==> config.mk <==
export PLATFORM = sky130hd
export DESIGN_NAME = updown_reload_clockout_timer
export DESIGN_NICKNAME = d
export VERILOG_FILES = /design/src/inc/timer_pkg.sv /design/src/core/updown_reload_clockout_timer.sv /design/src/core/pin_sync.sv
export SDC_FILE = /design/constraint.sdc
export NUM_CORES = 1
export LEC_CHECK = 0
export BUFFER_PORTS_ARGS = -buffer_cell sky130_fd_sc_hd__clkbuf_2
export CORE_MARGIN = 5
export CORE_UTILIZATION = 30
export CTS_CLUSTER_DIAMETER = 200
export CTS_CLUSTER_SIZE = 25
export DETAILED_ROUTE_END_ITERATION = 7
export GPL_ROUTABILITY_DRIVEN = 0
export GPL_TIMING_DRIVEN = 0
export PLACE_DENSITY = 0.5
export REMOVE_ABC_BUFFERS = 1
export SKIP_CTS_REPAIR_TIMING = 1
export SYNTH_ARGS = -nofsm -noshare
export SYNTH_HDL_FRONTEND = slang
export SYNTH_SLANG_ARGS = --single-unit
==> constraint.sdc <==
create_clock -name clk -period 9.45 [get_ports clk]
set_input_delay 1.4175 -clock clk [delete_from_list [all_inputs] [get_ports clk]]
set_output_delay 1.4175 -clock clk [all_outputs]
set_load 0.05 [all_outputs]
==> src/inc/timer_pkg.sv <==
package timer_pkg;

  // register index on the plain register port
  localparam logic [3:0] ADDR_CONTROL     = 4'h0;
  localparam logic [3:0] ADDR_MODE        = 4'h1;
  localparam logic [3:0] ADDR_TIMER_LOW   = 4'h2;
  localparam logic [3:0] ADDR_TIMER_HIGH  = 4'h3;
  localparam logic [3:0] ADDR_RELOAD_LOW  = 4'h4;
  localparam logic [3:0] ADDR_RELOAD_HIGH = 4'h5;
  localparam logic [3:0] ADDR_IRQ_STATUS  = 4'h6;
  localparam logic [3:0] ADDR_IRQ_MASK    = 4'h7;

  // values after reset, and count and byte limits
  localparam logic [7:0]  CONTROL_RESET = 8'h00;
  localparam logic [1:0]  MODE_RESET    = 2'h0;
  localparam logic [7:0]  BYTE_RESET    = 8'h00;
  localparam logic [1:0]  IRQ_RESET     = 2'h0;
  localparam logic [15:0] COUNT_RESET   = 16'h0000;
  localparam logic [15:0] COUNT_TOP     = 16'hFFFF;
  localparam logic [7:0]  BYTE_TOP      = 8'hFF;
  localparam logic [7:0]  BYTE_ZERO     = 8'h00;

  // rates: internal timer clock is the peripheral clock over 12,
  // clock-out and baud modes count at the peripheral clock over 2
  localparam int         PERIPH_CLK_HZ  = 100_000_000;
  localparam logic [3:0] PRESCALE_LAST  = 4'hB;

  typedef struct packed {
    logic overflow_flag;
    logic external_flag;
    logic receive_clock_select;
    logic transmit_clock_select;
    logic ext_trigger_enable;
    logic run_control;
    logic count_source_select;
    logic capture_reload_select;
  } control_t;

  typedef struct packed {
    logic updown_enable;
    logic clock_out_enable;
  } mode_t;

  typedef struct packed {
    logic ext_event;
    logic ovf_event;
  } irq_bits_t;

  typedef struct packed {
    logic count_fall;
    logic dir_level;
    logic dir_fall;
  } pin_events_t;

endpackage : timer_pkg

==> src/core/updown_reload_clockout_timer.sv <==
// Our own choices: the register addresses and strobed register access.
`timescale 1ns/1ps
// Summary of operation
// - count is two cascaded bytes; low byte carry advances high byte
// - source select clear counts divided clock, set counts pin events
// - counter advances only while run_control is set, else holds
// - capture, auto-reload or baud mode from the three select bits
// - up/down enabled in auto-reload: direction input level sets direction
// - counting up wraps at FFFFh, sets overflow flag outside baud and clock-out modes, loads reload value (0000h in capture mode)
// - counting down wraps when count equals reload, loads FFFFh, sets flag outside clock-out mode
// - in up/down mode external flag toggles on each wrap, no interrupt
// - clock-out drives timer pin with square wave toggling on overflow
// - in clock-out mode low byte increments at half peripheral clock
// - in clock-out mode outside capture mode each up overflow reloads count from reload bytes
// - clock-out overflows raise no interrupt request
// - clock-out rate is clock over four times (65536 minus reload)
// - baud generation and clock-out share the same reload bytes
// - trigger enabled outside up/down mode: direction input falling edge captures or reloads, in baud mode only sets external flag and external interrupt status
// - baud selects force auto-reload and ignore capture select
module updown_reload_clockout_timer
  import timer_pkg::*;
(
  input  wire logic       clk,
  input  wire logic       resetn,
  input  wire logic [3:0] addr,
  input  wire logic [7:0] wdata,
  input  wire logic       wr,
  input  wire logic       rd,
  input  wire logic       timer_pin_i,
  input  wire logic       direction_ext_input,
  output logic      [7:0] rdata,
  output logic            irq,
  output logic            timer_pin_o,
  output logic            timer_pin_oe,
  output logic            baud_tick
);

  control_t    ctrl_r,        ctrl_nxt;
  mode_t       mode_r,        mode_nxt;
  logic [7:0]  timer_low_byte_r,  timer_low_byte_nxt;
  logic [7:0]  timer_high_byte_r, timer_high_byte_nxt;
  logic [7:0]  reload_low_byte_r,  reload_low_byte_nxt;
  logic [7:0]  reload_high_byte_r, reload_high_byte_nxt;
  irq_bits_t   status_r,      status_nxt;
  irq_bits_t   mask_r,        mask_nxt;
  logic [3:0]  pre_r,         pre_nxt;
  logic        half_r,        half_nxt;
  logic        clkout_r,      clkout_nxt;
  logic        oe_r,          oe_nxt;
  logic        baud_r,        baud_nxt;
  logic        irq_r,         irq_nxt;
  logic [7:0]  rdata_r,       rdata_nxt;

  pin_events_t pin;
  logic [15:0] count;
  logic [15:0] reload;
  logic        baud_mode;
  logic        capture_mode;
  logic        updown_active;
  logic        fast_rate;
  logic        tick;
  logic        count_down;
  logic        wrap_up;
  logic        wrap_dn;
  logic        wrap;
  logic        ext_hit;
  logic        ovf_set;
  logic        carry;
  logic [7:0]  low_step;
  logic [7:0]  high_step;

  pin_sync pin_sync_inst (
    .clk                 (clk),
    .resetn              (resetn),
    .timer_pin_i         (timer_pin_i),
    .direction_ext_input (direction_ext_input),
    .events              (pin)
  );

  function automatic logic hit(input logic [3:0] a, input logic [3:0] r);
    hit = (a == r);
  endfunction : hit

  assign count  = {timer_high_byte_r, timer_low_byte_r};
  assign reload = {reload_high_byte_r, reload_low_byte_r};

  // mode decode
  always_comb begin
    baud_mode     = ctrl_r.receive_clock_select
                  | ctrl_r.transmit_clock_select;
    capture_mode  = ctrl_r.capture_reload_select & ~baud_mode;
    updown_active = mode_r.updown_enable & ~capture_mode
                  & ~baud_mode;
    fast_rate     = mode_r.clock_out_enable | baud_mode;
  end

  // prescaler is free running so the first tick spacing depends on its phase at start
  always_comb begin
    pre_nxt  = (pre_r == PRESCALE_LAST) ? 4'h0 : pre_r + 4'h1;
    half_nxt = ~half_r;
    tick     = ctrl_r.run_control
             & (ctrl_r.count_source_select ? pin.count_fall
               : (fast_rate ? half_r
                 : (pre_r == PRESCALE_LAST)));
  end

  // count datapath
  always_comb begin
    count_down = updown_active & ~pin.dir_level;
    wrap_up    = tick & ~count_down & (count == COUNT_TOP);
    wrap_dn    = tick & count_down & (count == reload);
    wrap       = wrap_up | wrap_dn;
    ext_hit    = pin.dir_fall & ctrl_r.ext_trigger_enable
               & ~updown_active;
    ovf_set    = wrap & ~baud_mode & ~mode_r.clock_out_enable;
    carry      = count_down ? (timer_low_byte_r == BYTE_ZERO)
                            : (timer_low_byte_r == BYTE_TOP);
    low_step   = count_down ? timer_low_byte_r - 8'h01
                            : timer_low_byte_r + 8'h01;
    high_step  = count_down ? timer_high_byte_r - {7'h00, carry}
                            : timer_high_byte_r + {7'h00, carry};

    timer_low_byte_nxt   = timer_low_byte_r;
    timer_high_byte_nxt  = timer_high_byte_r;
    reload_low_byte_nxt  = reload_low_byte_r;
    reload_high_byte_nxt = reload_high_byte_r;

    if (wrap_dn) begin
      {timer_high_byte_nxt, timer_low_byte_nxt} = COUNT_TOP;
    end else if (wrap_up) begin
      // capture mode rolls over; all other modes reload
      {timer_high_byte_nxt, timer_low_byte_nxt} =
        capture_mode ? COUNT_RESET : reload;
    end else if (tick) begin
      timer_low_byte_nxt  = low_step;
      timer_high_byte_nxt = high_step;
    end

    if (ext_hit && capture_mode) begin
      {reload_high_byte_nxt, reload_low_byte_nxt} = count;
    end else if (ext_hit && !baud_mode) begin
      {timer_high_byte_nxt, timer_low_byte_nxt} = reload;
    end

    // a software write to a byte wins over the counter that cycle
    if (wr && hit(addr, ADDR_TIMER_LOW))   timer_low_byte_nxt   = wdata;
    if (wr && hit(addr, ADDR_TIMER_HIGH))  timer_high_byte_nxt  = wdata;
    if (wr && hit(addr, ADDR_RELOAD_LOW))  reload_low_byte_nxt  = wdata;
    if (wr && hit(addr, ADDR_RELOAD_HIGH)) reload_high_byte_nxt = wdata;
  end

  // control flags: hardware set wins over a software clear
  always_comb begin
    ctrl_nxt = ctrl_r;
    mode_nxt = mode_r;
    if (wr && hit(addr, ADDR_CONTROL)) ctrl_nxt = control_t'(wdata);
    if (wr && hit(addr, ADDR_MODE))    mode_nxt = mode_t'(wdata[1:0]);
    if (ovf_set) ctrl_nxt.overflow_flag = 1'b1;
    if (wrap && updown_active) begin
      ctrl_nxt.external_flag = ~ctrl_r.external_flag;
    end
    if (ext_hit) ctrl_nxt.external_flag = 1'b1;
  end

  // interrupt status, read clears, event in same cycle survives
  always_comb begin
    status_nxt = status_r;
    mask_nxt   = mask_r;
    if (rd && hit(addr, ADDR_IRQ_STATUS)) status_nxt = IRQ_RESET;
    if (wr && hit(addr, ADDR_IRQ_MASK))   mask_nxt   = irq_bits_t'(wdata[1:0]);
    if (ovf_set) status_nxt.ovf_event = 1'b1;
    if (ext_hit) status_nxt.ext_event = 1'b1;
    irq_nxt = |(status_nxt & mask_nxt);
  end

  // pin and baud outputs; baud and clock-out share the reload bytes
  always_comb begin
    clkout_nxt = clkout_r;
    if (wrap && mode_r.clock_out_enable) clkout_nxt = ~clkout_r;
    oe_nxt   = mode_r.clock_out_enable;
    baud_nxt = wrap & baud_mode;
  end

  // register read mux; data valid only in the cycle after the strobe
  always_comb begin
    rdata_nxt = 8'h00;
    if (rd) begin
      case (addr)
        ADDR_CONTROL:     rdata_nxt = ctrl_r;
        ADDR_MODE:        rdata_nxt = {6'h00, mode_r};
        ADDR_TIMER_LOW:   rdata_nxt = timer_low_byte_r;
        ADDR_TIMER_HIGH:  rdata_nxt = timer_high_byte_r;
        ADDR_RELOAD_LOW:  rdata_nxt = reload_low_byte_r;
        ADDR_RELOAD_HIGH: rdata_nxt = reload_high_byte_r;
        ADDR_IRQ_STATUS:  rdata_nxt = {6'h00, status_r};
        ADDR_IRQ_MASK:    rdata_nxt = {6'h00, mask_r};
        default:          rdata_nxt = 8'h00;
      endcase
    end
  end

  always_ff @(posedge clk or negedge resetn) begin
    if (!resetn) begin
      ctrl_r             <= control_t'(CONTROL_RESET);
      mode_r             <= mode_t'(MODE_RESET);
      timer_low_byte_r   <= BYTE_RESET;
      timer_high_byte_r  <= BYTE_RESET;
      reload_low_byte_r  <= BYTE_RESET;
      reload_high_byte_r <= BYTE_RESET;
      status_r           <= irq_bits_t'(IRQ_RESET);
      mask_r             <= irq_bits_t'(IRQ_RESET);
      pre_r              <= 4'h0;
      half_r             <= 1'b0;
      clkout_r           <= 1'b0;
      oe_r               <= 1'b0;
      baud_r             <= 1'b0;
      irq_r              <= 1'b0;
      rdata_r            <= 8'h00;
    end else begin
      ctrl_r             <= ctrl_nxt;
      mode_r             <= mode_nxt;
      timer_low_byte_r   <= timer_low_byte_nxt;
      timer_high_byte_r  <= timer_high_byte_nxt;
      reload_low_byte_r  <= reload_low_byte_nxt;
      reload_high_byte_r <= reload_high_byte_nxt;
      status_r           <= status_nxt;
      mask_r             <= mask_nxt;
      pre_r              <= pre_nxt;
      half_r             <= half_nxt;
      clkout_r           <= clkout_nxt;
      oe_r               <= oe_nxt;
      baud_r             <= baud_nxt;
      irq_r              <= irq_nxt;
      rdata_r            <= rdata_nxt;
    end
  end

  assign rdata        = rdata_r;
  assign irq          = irq_r;
  assign timer_pin_o  = clkout_r;
  assign timer_pin_oe = oe_r;
  assign baud_tick    = baud_r;

  logic quiet;
  assign quiet = !wr && !ext_hit;
endmodule : updown_reload_clockout_timer

==> src/core/pin_sync.sv <==
`timescale 1ns/1ps
module pin_sync
  import timer_pkg::*;
(
  input  wire logic  clk,
  input  wire logic  resetn,
  input  wire logic  timer_pin_i,
  input  wire logic  direction_ext_input,
  output pin_events_t events
);

  logic [1:0] meta_r;
  logic [1:0] meta_nxt;
  logic [1:0] sync_r;
  logic [1:0] sync_nxt;
  logic [1:0] last_r;
  logic [1:0] last_nxt;

  // bit 1 count pin, bit 0 direction pin; meta feeds only sync
  always_comb begin
    meta_nxt = {timer_pin_i, direction_ext_input};
    sync_nxt = meta_r;
    last_nxt = sync_r;
  end

  always_ff @(posedge clk or negedge resetn) begin
    if (!resetn) begin
      meta_r <= 2'h3;
      sync_r <= 2'h3;
      last_r <= 2'h3;
    end else begin
      meta_r <= meta_nxt;
      sync_r <= sync_nxt;
      last_r <= last_nxt;
    end
  end

  always_comb begin
    events.count_fall = last_r[1] & ~sync_r[1];
    events.dir_level  = sync_r[0];
    events.dir_fall   = last_r[0] & ~sync_r[0];
  end

endmodule : pin_sync

# == Yosys cells after proc, flatten, opt, wreduce, memory -nomap -nowiden ==
# Cells that the tools add are included.
# word_totals
reg_bits,69
inputBits,18
out_inout_bits,12
elab_cells,127
# classes
addsub,5
eq_ne,11
mux,33
n_bitwise,30
n_reduce_logical,20
# op_table
operator,count
8-bit 2-to-1 mux,20
8-bit case mux with 8 select lines,1
1-bit AND,16
16-bit == test,1
"16-bit == test, second input constant",1
"4-bit by 3-bit == test with 1-bit output, second input constant",4
16-bit 2-to-1 mux,1
1-bit logical AND,12
1-bit NOT,10
8-bit by 1-bit adder with 8-bit output,1
"8-bit by 1-bit adder with 8-bit output, second input constant",1
"4-bit by 2-bit == test with 1-bit output, second input constant",2
"8-bit == test, second input constant",1
8-bit logical NOT,1
1-bit 2-to-1 mux,8
8-bit by 1-bit subtractor with 8-bit output,1
"8-bit by 1-bit subtractor with 8-bit output, second input constant",1
2-bit nonzero test,3
"4-bit by 1-bit adder with 4-bit output, second input constant",1
"4-bit by 1-bit == test with 1-bit output, second input constant",1
"4-bit == test, second input constant",1
4-bit logical NOT,1
2-bit 2-to-1 mux,2
4-bit 2-to-1 mux,1
other kinds (5),7

# == Longest topological paths before layout ==
# depth
depth_word,16
mapped_depth,15
ltp_nobuf,13

# == Hierarchy ==
# Synthesis repeated with hierarchy kept, for this count alone.
# unflattened
cells_unflattened,476
area_unflattened_um2,4334.2
# modules_own_cells
mod,instances,cells_each,area_per_inst_um2,seq_area_each_um2
updown_reload_clockout_timer,1,467,4141.5,1576.5
pin_sync,1,9,192.7,157.7

# == Least setup slack after synthesis ==
# OpenSTA, ideal clock, no wires.
# synth_path
path_kind,input to register
startpoint,input port addr[2]
endpoint,register reload_high_byte_r[2]
setup_ns,0.136
t_arrival_ns,3.025
required_time_ns,9.314
slack_ns,6.289
path_stages,8
n_path_buf,4
path_cell_list,clkbuf_1 nor2b_1 and3b_1 clkbuf_1 and2_1 buf_2 clkbuf_1 o21ai_0
# synth_between
elab_chain_len,3
word_cells_on_any_way,4
cone_classes,eq/ne (1); mux (1); reduce/logical (2)
# synth_lines
item,line,source
from (decl),updown_reload_clockout_timer.sv:25,"input wire logic [3:0] addr,"
4-bit by 3-bit == test with 1-bit output (*),updown_reload_clockout_timer.sv:81,hit = (a == r);
1-bit logical AND (*),updown_reload_clockout_timer.sv:149,"if (wr && hit(addr, ADDR_RELOAD_HIGH)) reload_high_byte_nxt = wdata;"
8-bit 2-to-1 mux / 2-bit nonzero test (equally long branches),-,
to (signal assigned),updown_reload_clockout_timer.sv:225,reload_high_byte_r <= reload_high_byte_nxt;
to (decl),updown_reload_clockout_timer.sv:43,"logic [7:0] reload_high_byte_r, reload_high_byte_nxt;"
# Mark *: on every way between the ends. The rest lies on a longest branch, timed or not.
# A chain may end at the register's enable or synchronous reset.

# == Worst setup path in the final report ==
# layout_path
startpoint,register ctrl_r[5] (netlist bit)
endpoint,register timer_high_byte_r[6]
# layout_between
elab_chain_len,16
word_cells_on_any_way,32
cone_classes,add/sub (2); mux (11); bitwise (16); reduce/logical (3)
# layout_lines
item,line,source
from (decl),updown_reload_clockout_timer.sv:38,"control_t ctrl_r, ctrl_nxt;"
from (signal assigned),updown_reload_clockout_timer.sv:204,ctrl_r <= control_t'(CONTROL_RESET);
from (signal assigned),updown_reload_clockout_timer.sv:220,ctrl_r <= ctrl_nxt;
1-bit bitwise OR (*),updown_reload_clockout_timer.sv:90,| ctrl_r.transmit_clock_select;
1-bit NOT,"updown_reload_clockout_timer.sv:91, updown_reload_clockout_timer.sv:93",
1-bit AND,updown_reload_clockout_timer.sv:91,capture_mode = ctrl_r.capture_reload_select & ~baud_mode;
1-bit NOT,updown_reload_clockout_timer.sv:92,updown_active = mode_r.updown_enable & ~capture_mode
1-bit AND,updown_reload_clockout_timer.sv:92,
1-bit AND,updown_reload_clockout_timer.sv:93,& ~baud_mode;
1-bit AND,updown_reload_clockout_timer.sv:109,count_down = updown_active & ~pin.dir_level;
1-bit 2-to-1 mux,updown_reload_clockout_timer.sv:116,carry = count_down ? (timer_low_byte_r == BYTE_ZERO)
8-bit by 1-bit adder with 8-bit output / 8-bit by 1-bit subtractor with 8-bit output (equally long branches),"updown_reload_clockout_timer.sv:121, updown_reload_clockout_timer.sv:120",
8-bit 2-to-1 mux,updown_reload_clockout_timer.sv:120,"high_step = count_down ? timer_high_byte_r - {7'h00, carry}"
8-bit 2-to-1 mux,updown_reload_clockout_timer.sv:134,end else if (tick) begin
8-bit 2-to-1 mux,updown_reload_clockout_timer.sv:130,end else if (wrap_up) begin
8-bit 2-to-1 mux,updown_reload_clockout_timer.sv:128,if (wrap_dn) begin
8-bit 2-to-1 mux,updown_reload_clockout_timer.sv:141,end else if (ext_hit && !baud_mode) begin
8-bit 2-to-1 mux (*),updown_reload_clockout_timer.sv:139,if (ext_hit && capture_mode) begin
8-bit 2-to-1 mux (*),updown_reload_clockout_timer.sv:147,"if (wr && hit(addr, ADDR_TIMER_HIGH)) timer_high_byte_nxt = wdata;"
net timer_high_byte_nxt[6],updown_reload_clockout_timer.sv:41,"logic [7:0] timer_high_byte_r, timer_high_byte_nxt;"
to (signal assigned),updown_reload_clockout_timer.sv:223,timer_high_byte_r <= timer_high_byte_nxt;
to (decl),updown_reload_clockout_timer.sv:41,
# The timed path passes the listed nets; every way through them passes the cells marked *.

==> metrics.md <==
| Metric | Value |
|---|---|
| FFs w/ async S/R, synth | `1.00` |
| FP Rows | `45` |
| Most frequent cells in the layout | `63 x dfrtp_1, 58 x nand2_1, 44 x o21ai_0` |
| Vias in the first global route | `4108` |
| Crit Path Class | `reg2reg` |
| P_leak | `1.94 nW` |
| Slew Viols, Final | `0` |
| Core box area | `around 0.015 sq mm` |
| Clock Latency Late Sink | `0.34 ns` |
| Max IR drop VDD | `approximately 110 uV` |
| Ant diodes | `0` |
| Chip Height | `about 130 um` |
| Adder-cell share of the synthesized area | `0.0138` |
| Avg Cell Area, Syn | `8.90 sq um` |
| Most common cell after layout, fill and taps aside | `dfrtp_1` |
| Mapped cell area | `0.00453 sq mm` |
| Data arrival time of the worst path | `4.62 ns` |
| Final Cell Area | `0.00508 sq mm` |
| Top_reg_cell synth | `dfrtp_1` |
| Yosys cell types | `72` |
| Number of DRC violations after detailed-routing iteration 0 | `330` |
| Setup violators final | `0` |
| Total Wirelength | `14900 um` |
| Startpoint types | `register` |
| Max Fanout on Critical Path | `8` |
| Htree depth | `3` |
| Share of layout cells above drive strength 1 | `0.154` |
| Worst-Margin Slew | `between 1 and 1.5 ns` |
| Fmax | `229 MHz` |
| Run status | `completed` |
| Worst path max stage delay | `1.21 ns` |
| DRT Pass-1 Iters | `5` |
| Largest net degree at the start of global routing | `44` |
| Layout Nets | `532` |
| HP Class | `reg2reg` |
| Synthesized instance count | `509` |
| Initial antenna violation count | `0` |
| Routed vias/inst | `slightly below 6` |
| Worst setup EP type | `register` |
| Crit path max-delay cell type | `nor4b_1` |
| Sequential share of the synthesized area | `0.383` |
| Post-Synth Simple-Gate Area | `0.217` |
| Slew margin rel. | `0.0368` |
| Worst EP required | `9.71 ns` |
| GRT Total Usage | `0.170` |
| CTS root buffer | `clkbuf_16` |
| Port bufs | `29` |
| Largest family of logic cells by synthesized area | `simple AND/OR/NAND/NOR gates` |
| Yosys reg bits | `69` |
| XOR/XNOR Fraction of Synth Area | `0.0425` |
| DIE WIDTH | `133 um` |
| Most used cell, CP | `a21oi_1` |
| Dpl cell area | `0.00477 sq mm` |
| Compound-gate portion of the synthesized area | `0.204` |
| Placed cells | `~690` |
| Post-synthesis mux area share | `0.0895` |
| Vias post-DR | `about 4100` |
| Clk sink count | `69` |
| Max-cap viol count | `0` |
| Final hold violation count | `0` |
| Initial Utilization | `0.301` |
| Yosys warns | `0` |
| Minimum clock period | `4.36 ns` |
| CTS tree | `yes` |
| CTS Buf Count | `9` |
| Die Area | `0.0177 sq mm` |
| CP cell instances | `nor4b_1, nand4b_1, o41ai_1, ha_1, inv_1, ha_1, nor4_1, a21oi_1, mux2i_1, a21oi_1, a41o_1, a21oi_1` |
| Area delta synth->final | `12.0%` |
| Layout Cells excl Fill | `702` |
| Clock Tree Buf Depth | `2` |
| First-pass GRT wire length | `23500 um` |
| Dpl hpwl | `10600 um` |
| Fill cells | `between 1500 and 2000` |
| Gr ovfl total | `0` |
| RSZ-0062 raised after global routing | `no` |
| Clk slew on worst S/H paths | `0.06 ns` |
| Routed wire length per instance | `21.2 um` |
| PD cells | `about 250 mW/mm^2` |
| Setup TNS | `0 ns` |
| Clock skew | `0.00566 ns` |
| Routed Antenna Nets | `0` |
| DR DRC count | `0` |
| Final period util | `0.461` |
| EDFF count, synth | `0` |
| I/O Pins | `30` |
## cell type report
type | instances | area, sq um | area share
Tap cell | 188 | 235 | 0.0463
Multi-Input combinational cell | 390 | 2570 | 0.507
Sequential cell | 69 | 1730 | 0.342
Inverter | 8 | 30.0 | 0.00592
Clock inverter | 7 | 83.8 | 0.0165
Clock buffer | 9 | 225 | 0.0444
Timing Repair Buffer | 31 | 195 | 0.0385
## worst paths after layout
kind	startpoint	end	slack [ns]	cells past startpoint
max	ctrl_r[5]$_DFFE_PN0P_	timer_high_byte_r[6]$_DFF_PN0_	5.09	12
min	pin_sync_inst.meta_r[1]$_DFF_PN1_	pin_sync_inst.last_nxt[1]$_DFF_PN1_	0.36	0
max reg2reg	ctrl_r[5]$_DFFE_PN0P_	timer_high_byte_r[6]$_DFF_PN0_	5.09	12
min reg2reg	pin_sync_inst.meta_r[1]$_DFF_PN1_	pin_sync_inst.last_nxt[1]$_DFF_PN1_	0.36	0
max in group asynchronous	resetn	pin_sync_inst.last_r[1]$_DFF_PN1_	7.83	2
min in group asynchronous	resetn	pre_r[2]$_DFF_PN0_	1.02	1
## per-layer routing
layer / vias up / share of wire / GRT usage
met5: - / 0 / 0
met4: 0 / 0.017 / 0.0462
met3: 21 / 0.058 / 0.0395
met2: 179 / 0.47 / 0.266
met1: 2009 / 0.46 / 0.235
li1: 1902 / - / -
## registers in the layout (all words and copies together), names as in the netlist
name / count
ctrl_r: 8
rdata: 8
reload_high_byte_r: 8
reload_low_byte_r: 8
timer_high_byte_r: 8
timer_low_byte_r: 8
pre_r: 4
mask_r: 2
pin_sync_inst.last_nxt: 2
pin_sync_inst.last_r: 2
pin_sync_inst.meta_r: 2
status_r: 2
baud_tick: 1
half_r: 1
irq: 1
mode_r: 1
oe_nxt: 1
timer_pin_o: 1
timer_pin_oe: 1
## worst max-delay path, delay by kind of cell (launching register included)
family | cells | cell delay (ns)
flops | 1 | 0.46
simple gates | 3 | 1.87
buf+inv | 1 | 0.07
fa+ha+maj | 2 | 0.58
compound gates | 5 | 1.14
mux | 1 | 0.15
## cell families (layout without fill, tap and decap cells)
logic type / after synthesis / in the layout
AND/OR/NAND/NOR: 185 / 185
buffers and inverters: 50 / 55
AO/OA/AOI/OAI: 139 / 139
XOR/XNOR: 22 / 22
adder cells (fa/ha/maj): 5 / 5
multiplexers: 39 / 39
flip-flops: 69 / 69
## synth_stat cells (10+ instances only)
cell type	count	share of area
dfrtp_1	63	0.35
mux2i_1	27	0.060
nor3_1	14	0.015
xor2_1	17	0.033
nor2_1	23	0.019
o21ai_0	44	0.049
mux2_2	12	0.030
o211ai_1	11	0.018
or3_1	10	0.014
nand2_1	58	0.048
a22oi_1	12	0.020
a21oi_1	21	0.023
a31oi_1	10	0.014
nand3_1	17	0.019
nor4_1	10	0.014
clkbuf_1	29	0.024
## power breakdown
part           total [mW]  switching, mW  internal [mW]
Combinational       0.358          0.203          0.155
Sequential          0.563          0.190          0.373
Clock               0.347          0.139          0.208
Total                1.27          0.532          0.737
## stage by stage
step                      total power, mW  utilization  setup WS, ns  hold slack (ns)
after floorplan                     0.750            -          6.42            0.345
after global placement              0.904        0.314          5.39            0.345
after detailed placement            0.916        0.317          5.23            0.347
after CTS                            1.27        0.338          5.21            0.356
after global routing                 1.34        0.338          4.93            0.359
final                                1.27        0.338          5.09            0.356
No activity file was read; power rests on OpenSTA's default activity.
